$ cat config.mk
export PLATFORM = sky130hd
export DESIGN_NAME = xmp_port
export DESIGN_NICKNAME = d
export VERILOG_FILES = /design/src/logic/xmp_pkg.sv /design/src/logic/xmp_port.sv
export SDC_FILE = /design/constraint.sdc
export NUM_CORES = 1
export LEC_CHECK = 0
export BUFFER_PORTS_ARGS = -buffer_cell sky130_fd_sc_hd__buf_4
export CAP_MARGIN = 10
export CORE_UTILIZATION = 50
export CTS_BUF_LIST = sky130_fd_sc_hd__clkbuf_2
export DETAILED_ROUTE_END_ITERATION = 12
export PLACE_DENSITY_LB_ADDON = 0.05
export SYNTH_ARGS = -nofsm -noshare
export SYNTH_HDL_FRONTEND = slang
export SYNTH_SLANG_ARGS = --single-unit
$ cat constraint.sdc
create_clock -name ref_clk -period 3.08 [get_ports ref_clk]
set_clock_uncertainty 0.05 [all_clocks]
set_input_delay 0.154 -clock ref_clk [delete_from_list [all_inputs] [get_ports ref_clk]]
set_output_delay 0.154 -clock ref_clk [all_outputs]
set_load 0.02 [all_outputs]
$ cat src/logic/xmp_pkg.sv
// Constants and carrier types for the external memory port
package xmp_pkg;

  // ****************************************
  // Register addresses and reset values
  // ****************************************
  localparam logic [7:0] XMP_PAGE_ADDR = 8'hAA;
  localparam logic [7:0] XMP_CFG_ADDR = 8'hC7;
  localparam logic [7:0] XMP_PAGE_RESET = 8'h00;
  localparam logic [7:0] XMP_CFG_RESET = 8'h03;
  localparam logic [7:0] XMP_CFG_WMASK = 8'h1F;

  // ****************************************
  // Configuration fields
  // ****************************************
  localparam int XMP_CFG_MUX_BIT = 4;
  localparam int XMP_CFG_MODE_LSB = 2;
  localparam int XMP_CFG_ALE_LSB = 0;

  localparam logic [1:0] XMP_MODE_ONCHIP = 2'h0;
  localparam logic [1:0] XMP_MODE_SPLIT_NOBANK = 2'h1;
  localparam logic [1:0] XMP_MODE_SPLIT_BANK = 2'h2;
  localparam logic [1:0] XMP_MODE_OFFCHIP = 2'h3;

  localparam logic [15:0] XMP_ONCHIP_SIZE = 16'h0400;

  // ****************************************
  // Timing counts in system clock cycles
  // ****************************************
  localparam logic [2:0] XMP_SETUP_CYC = 3'h1;
  localparam logic [2:0] XMP_STROBE_CYC = 3'h4;
  localparam logic [2:0] XMP_HOLD_CYC = 3'h1;

  // ****************************************
  // Types
  // ****************************************
  typedef enum logic [6:0] {
    XMP_ST_IDLE   = 7'h01,
    XMP_ST_ONCHIP = 7'h02,
    XMP_ST_SETUP  = 7'h04,
    XMP_ST_ALE_HI = 7'h08,
    XMP_ST_ALE_LO = 7'h10,
    XMP_ST_STROBE = 7'h20,
    XMP_ST_HOLD   = 7'h40
  } xmp_state_t;

  typedef struct packed {
    logic wr;
    logic rd;
    logic [7:0] addr;
    logic [7:0] wdata;
  } xmp_sfr_t;

  typedef struct packed {
    logic valid;
    logic write;
    logic wide;
    logic [15:0] data_pointer;
    logic [7:0] ri;
    logic [7:0] wdata;
  } xmp_req_t;

  typedef struct packed {
    logic [7:0] ad_out;
    logic [7:0] ad_oe;
    logic [7:0] alo_out;
    logic alo_oe;
    logic [7:0] ahi_out;
    logic ahi_oe;
    logic ale_out;
    logic ale_oe;
    logic rd_n_out;
    logic rd_n_oe;
    logic wr_n_out;
    logic wr_n_oe;
  } xmp_pins_t;

endpackage

$ cat src/logic/xmp_port.sv
// External data memory port: registers, routing and pin sequencing
//
// How it works
// - Pins claimed only during off-chip moves
// - Input pins undriven during off-chip reads, except while they carry the multiplexed address
// - Pin output mode left to port registers
// - Read and write strobes outside crossbar
// - Multiplexed or dedicated address and data pins
// - Page register supplies upper address byte
// - Page N covers N*256 to N*256+255
// - Config bit 4 selects pin arrangement
// - Mode 00 aliases everything on-chip
// - Mode 01 splits; port latches give high
// - Mode 10 splits; page gives high byte
// - Mode 11 sends everything off-chip
// - Config bits 1-0 set address latch pulse width
// - Config bits 7-5 read zero
// - Short form takes low byte from index
// - High pins undriven for short access outside mode 10
`timescale 1ns/10ps

module xmp_port
  import xmp_pkg::*;
(
  input wire logic ref_clk,
  input wire logic resetn,
  input wire xmp_sfr_t sfr,
  output logic [7:0] sfr_rdata,
  input wire xmp_req_t req,
  output logic busy,
  output logic done,
  output logic [7:0] rdata,
  output logic onchip_sel,
  output logic onchip_write,
  output logic [9:0] onchip_addr,
  output logic [7:0] onchip_wdata,
  input wire logic [7:0] onchip_rdata,
  input wire logic [7:0] ad_in,
  output xmp_pins_t pins
);

  // ****************************************
  // State
  // ****************************************
  typedef struct packed {
    xmp_state_t fsm;
    logic [2:0] cnt;
    logic [7:0] page;
    logic [7:0] cfg;
    logic [15:0] addr;
    logic [7:0] wdata;
    logic write;
    logic hi_drive;
    logic [7:0] rdata;
    logic [7:0] sfr_rdata;
    logic done;
    logic onchip_sel;
    logic [7:0] sync1;
    logic [7:0] sync2;
    logic [7:0] sync3;
    xmp_pins_t pins;
  } xmp_regs_t;

  xmp_regs_t r;
  xmp_regs_t next_r;

  // Decides whether an effective address leaves the chip
  function automatic logic xmp_is_offchip(input logic [1:0] mode,
                                          input logic [15:0] eff);
    logic res;
    res = 1'b0;
    unique case (mode)
      XMP_MODE_ONCHIP: res = 1'b0;
      XMP_MODE_OFFCHIP: res = 1'b1;
      // split, high byte left to port latches
      XMP_MODE_SPLIT_NOBANK: res = (eff >= XMP_ONCHIP_SIZE);
      // split, high byte from page register
      XMP_MODE_SPLIT_BANK: res = (eff >= XMP_ONCHIP_SIZE);
    endcase
    return res;
  endfunction

  // Idle pin set: nothing claimed, strobes inactive
  function automatic xmp_pins_t xmp_idle_pins();
    xmp_pins_t p;
    p = '0;
    p.rd_n_out = 1'b1;
    p.wr_n_out = 1'b1;
    return p;
  endfunction

  // Register bus hit on one address
  function automatic logic xmp_hit(input xmp_sfr_t s,
                                   input logic [7:0] a);
    return s.addr == a;
  endfunction

  // ****************************************
  // Next state
  // ****************************************
  always_comb begin
    logic [1:0] mode;
    logic mux;
    logic [2:0] ale_w;
    logic [15:0] eff;
    logic claim;
    mode = r.cfg[XMP_CFG_MODE_LSB +: 2];
    mux = ~r.cfg[XMP_CFG_MUX_BIT];
    ale_w = {1'b0, r.cfg[XMP_CFG_ALE_LSB +: 2]};
    eff = req.wide ? req.data_pointer : {r.page, req.ri};
    claim = 1'b0;

    next_r = r;
    next_r.done = 1'b0;
    next_r.onchip_sel = 1'b0;
    // Data pads pass three stages
    next_r.sync1 = ad_in;
    next_r.sync2 = r.sync1;
    next_r.sync3 = r.sync2;

    // Register writes
    if (sfr.wr && xmp_hit(sfr, XMP_PAGE_ADDR)) begin
      next_r.page = sfr.wdata;
    end
    if (sfr.wr && xmp_hit(sfr, XMP_CFG_ADDR)) begin
      next_r.cfg = sfr.wdata & XMP_CFG_WMASK;
    end

    // Register reads
    next_r.sfr_rdata = 8'h00;
    if (sfr.rd) begin
      if (xmp_hit(sfr, XMP_PAGE_ADDR)) begin
        next_r.sfr_rdata = r.page;
      end else if (xmp_hit(sfr, XMP_CFG_ADDR)) begin
        next_r.sfr_rdata = r.cfg & XMP_CFG_WMASK;
      end
    end

    // Sequencer
    unique case (r.fsm)
      XMP_ST_IDLE: begin
        if (req.valid) begin
          next_r.write = req.write;
          next_r.wdata = req.wdata;
          next_r.addr = eff;
          // high byte driven only if defined
          next_r.hi_drive = req.wide || mode == XMP_MODE_SPLIT_BANK;
          if (!xmp_is_offchip(mode, eff)) begin
            next_r.fsm = XMP_ST_ONCHIP;
            next_r.onchip_sel = 1'b1;
          end else if (mux) begin
            next_r.fsm = XMP_ST_ALE_HI;
            next_r.cnt = ale_w;
          end else begin
            next_r.fsm = XMP_ST_SETUP;
            next_r.cnt = XMP_SETUP_CYC - 3'h1;
          end
        end
      end
      XMP_ST_ONCHIP: begin
        if (!r.write) begin
          next_r.rdata = onchip_rdata;
        end
        next_r.done = 1'b1;
        next_r.fsm = XMP_ST_IDLE;
      end
      XMP_ST_SETUP: begin
        next_r.cnt = r.cnt - 3'h1;
        if (r.cnt == 3'h0) begin
          next_r.fsm = XMP_ST_STROBE;
          next_r.cnt = XMP_STROBE_CYC - 3'h1;
        end
      end
      XMP_ST_ALE_HI: begin
        next_r.cnt = r.cnt - 3'h1;
        if (r.cnt == 3'h0) begin
          next_r.fsm = XMP_ST_ALE_LO;
          next_r.cnt = ale_w;
        end
      end
      XMP_ST_ALE_LO: begin
        next_r.cnt = r.cnt - 3'h1;
        if (r.cnt == 3'h0) begin
          next_r.fsm = XMP_ST_STROBE;
          next_r.cnt = XMP_STROBE_CYC - 3'h1;
        end
      end
      XMP_ST_STROBE: begin
        next_r.cnt = r.cnt - 3'h1;
        if (r.cnt == 3'h0) begin
          // Pads reach stage three by the last strobe cycle
          // Settled bus value only
          if (!r.write && r.sync2 == r.sync3) begin
            next_r.rdata = r.sync3;
          end
          next_r.fsm = XMP_ST_HOLD;
          next_r.cnt = XMP_HOLD_CYC - 3'h1;
        end
      end
      XMP_ST_HOLD: begin
        next_r.cnt = r.cnt - 3'h1;
        if (r.cnt == 3'h0) begin
          next_r.done = 1'b1;
          next_r.fsm = XMP_ST_IDLE;
        end
      end
      default: begin
        next_r.fsm = XMP_ST_IDLE;
      end
    endcase

    // Pin drive follows the coming phase
    // claim only while off-chip phase runs
    claim = next_r.fsm inside {XMP_ST_SETUP, XMP_ST_ALE_HI,
                               XMP_ST_ALE_LO, XMP_ST_STROBE,
                               XMP_ST_HOLD};
    next_r.pins = xmp_idle_pins();
    if (claim) begin
      next_r.pins.rd_n_oe = 1'b1;
      next_r.pins.wr_n_oe = 1'b1;
      // only the matching strobe goes low
      next_r.pins.rd_n_out = ~(next_r.fsm == XMP_ST_STROBE
                               && !next_r.write);
      next_r.pins.wr_n_out = ~(next_r.fsm == XMP_ST_STROBE
                               && next_r.write);
      // short access outside mode 10 leaves high pins to latches
      next_r.pins.ahi_out = next_r.addr[15:8];
      next_r.pins.ahi_oe = next_r.hi_drive;
      if (mux) begin
        next_r.pins.ale_oe = 1'b1;
        next_r.pins.ale_out = next_r.fsm == XMP_ST_ALE_HI;
        if (next_r.fsm inside {XMP_ST_ALE_HI, XMP_ST_ALE_LO}) begin
          next_r.pins.ad_out = next_r.addr[7:0];
          next_r.pins.ad_oe = 8'hFF;
        end else if (next_r.write) begin
          next_r.pins.ad_out = next_r.wdata;
          next_r.pins.ad_oe = 8'hFF;
        end
      end else begin
        next_r.pins.alo_out = next_r.addr[7:0];
        next_r.pins.alo_oe = 1'b1;
        if (next_r.write) begin
          next_r.pins.ad_out = next_r.wdata;
          next_r.pins.ad_oe = 8'hFF;
        end
      end
      // data pins stay off during reads, except in the multiplexed address phases
      if (!next_r.write && !(mux && next_r.fsm inside
          {XMP_ST_ALE_HI, XMP_ST_ALE_LO})) begin
        next_r.pins.ad_oe = 8'h00;
      end
    end
  end

  // ****************************************
  // Registers
  // ****************************************
  always_ff @(posedge ref_clk or negedge resetn) begin
    if (!resetn) begin
      r <= '0;
      r.fsm <= XMP_ST_IDLE;
      r.page <= XMP_PAGE_RESET;
      r.cfg <= XMP_CFG_RESET;
      r.pins.rd_n_out <= 1'b1;
      r.pins.wr_n_out <= 1'b1;
    end else begin
      r <= next_r;
    end
  end

  // ****************************************
  // Outputs
  // ****************************************
  // no output-mode control leaves this block
  assign pins = r.pins;
  assign sfr_rdata = r.sfr_rdata;
  assign busy = r.fsm != XMP_ST_IDLE;
  assign done = r.done;
  assign rdata = r.rdata;
  assign onchip_sel = r.onchip_sel;
  assign onchip_write = r.write;
  assign onchip_addr = r.addr[9:0];
  assign onchip_wdata = r.wdata;

endmodule

# Word-level counts from Yosys, hierarchy flattened
# Index checks and enable logic that the tools add are counted.
# W data, S select, Z words.
[word_totals]
out_inout_bits = 78
rom_bits = 0
inputBits = 71
latch_bits = 0
word_cells = 112
ram_bits = 0
mem_count = 0
ff_bits = 131
[op_classes]
mux = 35
bitwise_logic = 3
n_shift = 0
n_lt_le_gt_ge = 1
add_sub_neg = 1
n_mul = 0
n_eq_ne = 24
n_reduce_logical = 21
div_mod_pow = 0
[op_table]
columns = ["op", "count"]
rows = [
  ["$mux W16", 4],
  ["$mux W26", 2],
  ["$mux W8", 6],
  ["$mux W10", 4],
  ["$mux W40", 1],
  ["$pmux W7 S5", 1],
  ["$eq A8 B8 Y1 const B", 2],
  ["$ge A16 B11 Y1 const B", 1],
  ["$pmux W8 S2", 1],
  ["$pmux W3 S5", 1],
  ["$eq A7 B3 Y1 const B", 2],
  ["$eq A7 B4 Y1 const B", 2],
  ["$eq A7 B5 Y1 const B", 2],
  ["$eq A7 B6 Y1 const B", 2],
  ["$eq A7 B7 Y1 const B", 2],
  ["$mux W7", 2],
  ["$reduce_bool A5 Y1", 2],
  ["$mux W9", 1],
  ["$eq A8 B8 Y1", 1],
  ["$ne A2 B2 Y1 const B", 4],
  ["$eq A7 B1 Y1 const B", 1],
  ["$eq A7 B2 Y1 const B", 1],
  ["$logic_and A1 B1 Y1", 7],
  ["$ne A7 B1 Y1 const B", 1],
  ["20 further kinds", 32],
]

# Longest topological paths before layout
[depth]
depth_word = 15
depth_mapped = 11
ltp_nobuf = 10

# Least setup slack after synthesis
# No wires, ideal clock.
[synth_path]
kind = "reg-to-reg"
start = "register r[131] (netlist bit)"
end = "register r (netlist bit rdata[0])"
setup_slack_ps = 502
t_required_ps = 2905
setup_time_ps = 125
period_less_slack_ps = 2578
path_buffers = 2
arrival_time_ps = 2403
stages_incl_launch_ff = 9
path_cell_list = "dfrtp_1 -> buf_6 -> or3_4 -> nor3_4 -> nand3b_2 -> buf_6 -> or4_4 -> a21oi_4 -> mux2_2"
[synth_between]
elab_chain_len = 3
word_cells_on_any_way = 8
cone_classes = "eq/ne: 5; mux: 1; reduce/logical: 2"
[synth_rtl]
columns = ["item", "line", "source"]
rows = [
  ["from (decl)", "xmp_port.sv:64", "xmp_regs_t r;"],
  ["from (signal assigned)", "xmp_port.sv:267", "r <= next_r;"],
  ["$eq A7 B6 Y1 or $eq A7 B2 Y1 (tied branches)", "xmp_port.sv:140", "unique case (r.fsm)"],
  ["$ne A2 B2 Y1 (no source line) or $reduce_bool A2 Y1 (tied branches)", "-", ""],
  ["$reduce_and A4 Y1 (no source line)", "-", ""],
]
# Parallel ways exist; a longest one is shown, timed or not.
# A chain may end at the register's enable or synchronous reset.

==> flow_summary.toml <==
[sta]
fin_crit_ns = 2.97
finalCritPeriodShare_pct = 96.4
hold_viol = 0
tightestPinTransition_ns = 0.606
timing.hold.ws_ns = 0.0823
maxSlewViolCount = 0
max_slew_margin_pct = 59.6
rsz0062_at_grt = "no"
setup_viol = 0
fin_tns_setup_ns = 0
fmax_mhz = 337

[logic_synthesis]
syn-cell-area_um2 = 5770
synth.top_cell.area_share_pct = 51.1
synth.avg_cell_area_um2 = 10.9
ys_seq_area_share_pct = 53.4
synth.area.top_cells = "dfrtp_1 51%, buf_4 9.9%, mux2_2 5.9%"
syn-num-nets = 607
synth_top_cell_by_area = "dfrtp_1"
ys.warnings.count = 0
ys_seq_elements = 123
synthCells = 531
ys_types = 51

[pwr]
leakage_nw = 3.84
vdd_drop_max_mv = 0.461
power.density_nw_per_um2 = 608

[worst_setup_path]
ff2ff_setup_slack_ns = 0.11
path_class = "flip-flop to flip-flop"
arrival_ns = 3.55
reg2reg_from = "r[127]"
path_max_fanout = 19
timing.rr.end = "pins[36]"
critPathMaxStageDelay_ns = 0.62
cpLargestDelayFamily = "simple AND/OR/NAND/NOR gates"
path_common_cell = "nand2_1"
crit_chain = "or4b_4, nor4_1, a41oi_1, nand2_1, nand2_1, inv_2, nand2_1, mux2i_1, dlygate4sd3_1"
cpMaxStageDelayCell = "dfstp_2"
cp_data_required_time_ns = 3.66
reg2regPathDepth = 9
crit_buf_inv = 2
start_kind = "flip-flop"
critPathCaptureType = "flip-flop"

[global_route]
grt_use_total_pct = 22.7
grt_max_degree = 53
grt_pass1_wl_um = 20300
grt.overflow.total = 0
antenna_found_initial = 0
grt_pass1_vias = 4195

[clock_tree]
cts-root-buf = "clkbuf_2"
ctsHtreeMaxLevel = 4
cts_setup_buffers = 0
cts_buffers = 17
cts_tree = "done"
cts_buffer_depth = 2
clkLatencyLatePin_ns = 0.66
clk_pin_slew_ns = 0.20
clock_sink_count = 123

[floorplan]
ioPinCount = 149
fp.dieH_um = 109
start_util_pct = 52.3
core_um2 = 11000
core.rowCount = 38
die_area_um2 = 12000
fp.dieW_um = 109

[drt]
drt-total-wl_um = 13100
dr_total_vias = 4322
wl_per_cell_um = 15.3
ant_nets = 0
viasPerCell = 5.05
drt-pass1-iter-count = 5
drc = 0
drt_iter0_drc = 222

[worst_hold_path]
hold_depth = 2
hp-start = "ad_in[2]"
min_to = "next_r[50]"
hold_class = "input port to flip-flop"

[run_status]
outcome = "complete, no violations"

[layout]
syn2layout_area_growth_pct = 32.8
mostFrequentLayoutCell = "buf_4"
fill_cells = 842
antennaDiodeCount = 0
nets = 779
final_layout_size_suffix_gt1_share_pct = 33.2
final_cell_mix = "156 x buf_4, 118 x dfrtp_1, 87 x dlygate4sd3_1"

[placed_design]
hpwl_um = 8750
gp_congestion = 0.859
io_buffers = 148

[job]
cap_violations = 0
==> power breakdown <==
group / internal, mW / switching [mW]
logic: 0.623 / 0.771
clock network: 0.554 / 0.642
registers: 1.88 / 0.197
==> Yosys cell counts (all sizes together) <==
| master | number |
|---|---|
| nor2 | 33 |
| a21boi | 2 |
| a22o | 1 |
| clkbuf | 10 |
| nand4 | 3 |
| and3 | 5 |
| nor3 | 8 |
| a31oi | 2 |
| xor2 | 7 |
| a21o | 1 |
| a22oi | 6 |
| nor4 | 5 |
| a21oi | 14 |
| or4b | 1 |
| xnor2 | 4 |
| nor3b | 3 |
| clkdlybuf4s15 | 1 |
| nor4b | 1 |
| o2111ai | 1 |
| inv | 19 |
| nand2 | 66 |
| ha | 5 |
| nand3b | 3 |
| a2bb2oi | 1 |
| dfstp | 5 |
| nand4b | 1 |
| dfrtp | 118 |
| or3 | 3 |
| o21a | 3 |
| buf | 80 |
| a2111oi | 1 |
| o32a | 2 |
| o22ai | 2 |
| nand3 | 24 |
| and2 | 9 |
| mux2 | 30 |
| or2b | 1 |
| mux2i | 24 |
| nor2b | 8 |
| nand2b | 1 |
| or4 | 1 |
| a41oi | 1 |
| o21ai | 15 |
==> registers in the layout, indices dropped and copies added (netlist names) <==
register and count:
onchip_addr 10, done 1, rdata 8, sfr_rdata 8
onchip_sel 1, onchip_wdata 8, pins 32, onchip_write 1
next_r 16, r 38
==> final cells by class <==
class                   count  area, um2  share of cell area [%]
clock inverters            15        215                    2.81
repair buffers            244       2070                    27.0
flip-flops and latches    123       3080                    40.2
multi-input cells         298       1970                    25.7
well taps                 140        175                    2.28
clock buffers              17       85.1                    1.11
inverters                  19       71.3                   0.930
==> what timing repair did <==
item	4_1_cts	5_1_grt
endpoints found under the setup margin	0	4
hold buffers	88	0
hold endpoints to repair	149	0
resized for setup	0	2
==> kinds of logic after synthesis <==
family	Yosys count	synth area share (%)
and+or+nand+nor	176	15.1
DFF	123	53.4
buffers and inverters	110	12.7
muxes	54	10.0
AOI/OAI and AO/OA	52	5.92
xor gates and xnor gates	11	1.67
adders and majority gates	5	1.08
==> layer usage <==
| metal | wire, um | up-vias | GRT usage, % |
|---|---|---|---|
| li1 | - | 2065 | - |
| met1 | 5790 | 2105 | 30.8 |
| met5 | 0 | - | 0 |
| met2 | 6410 | 136 | 36.2 |
| met4 | 195 | 0 | 8.29 |
| met3 | 661 | 16 | 4.86 |
==> through the flow <==
| stage | instances | setup slack [ns] | power, mW | util (%) | area (um2) |
|---|---|---|---|---|---|
| final | 856 | 0.111 | 4.66 | 69.5 | 7670 |
| after floorplan | 531 | 0.502 | 3.05 | - | 5770 |
| after CTS | 856 | 0.0771 | 4.70 | 69.4 | 7660 |
| after detailed placement | 736 | 0.450 | 3.41 | 58.6 | 6460 |
| after global placement | 736 | 0.536 | 3.37 | 58.6 | 6460 |
| after global routing | 856 | 0.0000138 | 4.93 | 69.5 | 7670 |
==> worst max path at each step <==
stage                       from       end  slack (ns)  depth (start not counted)
after floorplan           r[131]  rdata[0]        0.50                          8
after global placement    r[129]  rdata[6]        0.54                          6
after detailed placement  r[129]  rdata[5]        0.45                          6
after CTS                 r[131]  pins[36]        0.08                          9
after global routing      r[131]  pins[36]     0.00001                          7
final                     r[127]  pins[36]        0.11                          9
==> worst register-to-register path, stage by stage (launching register included) <==
cell and delay [ns]:
dfstp_2 0.62, or4b_4 0.51, nor4_1 0.25, a41oi_1 0.12
nand2_1 0.21, nand2_1 0.14, inv_2 0.28, nand2_1 0.09
mux2i_1 0.13, dlygate4sd3_1 0.56
(Power assumes the default switching activity.)
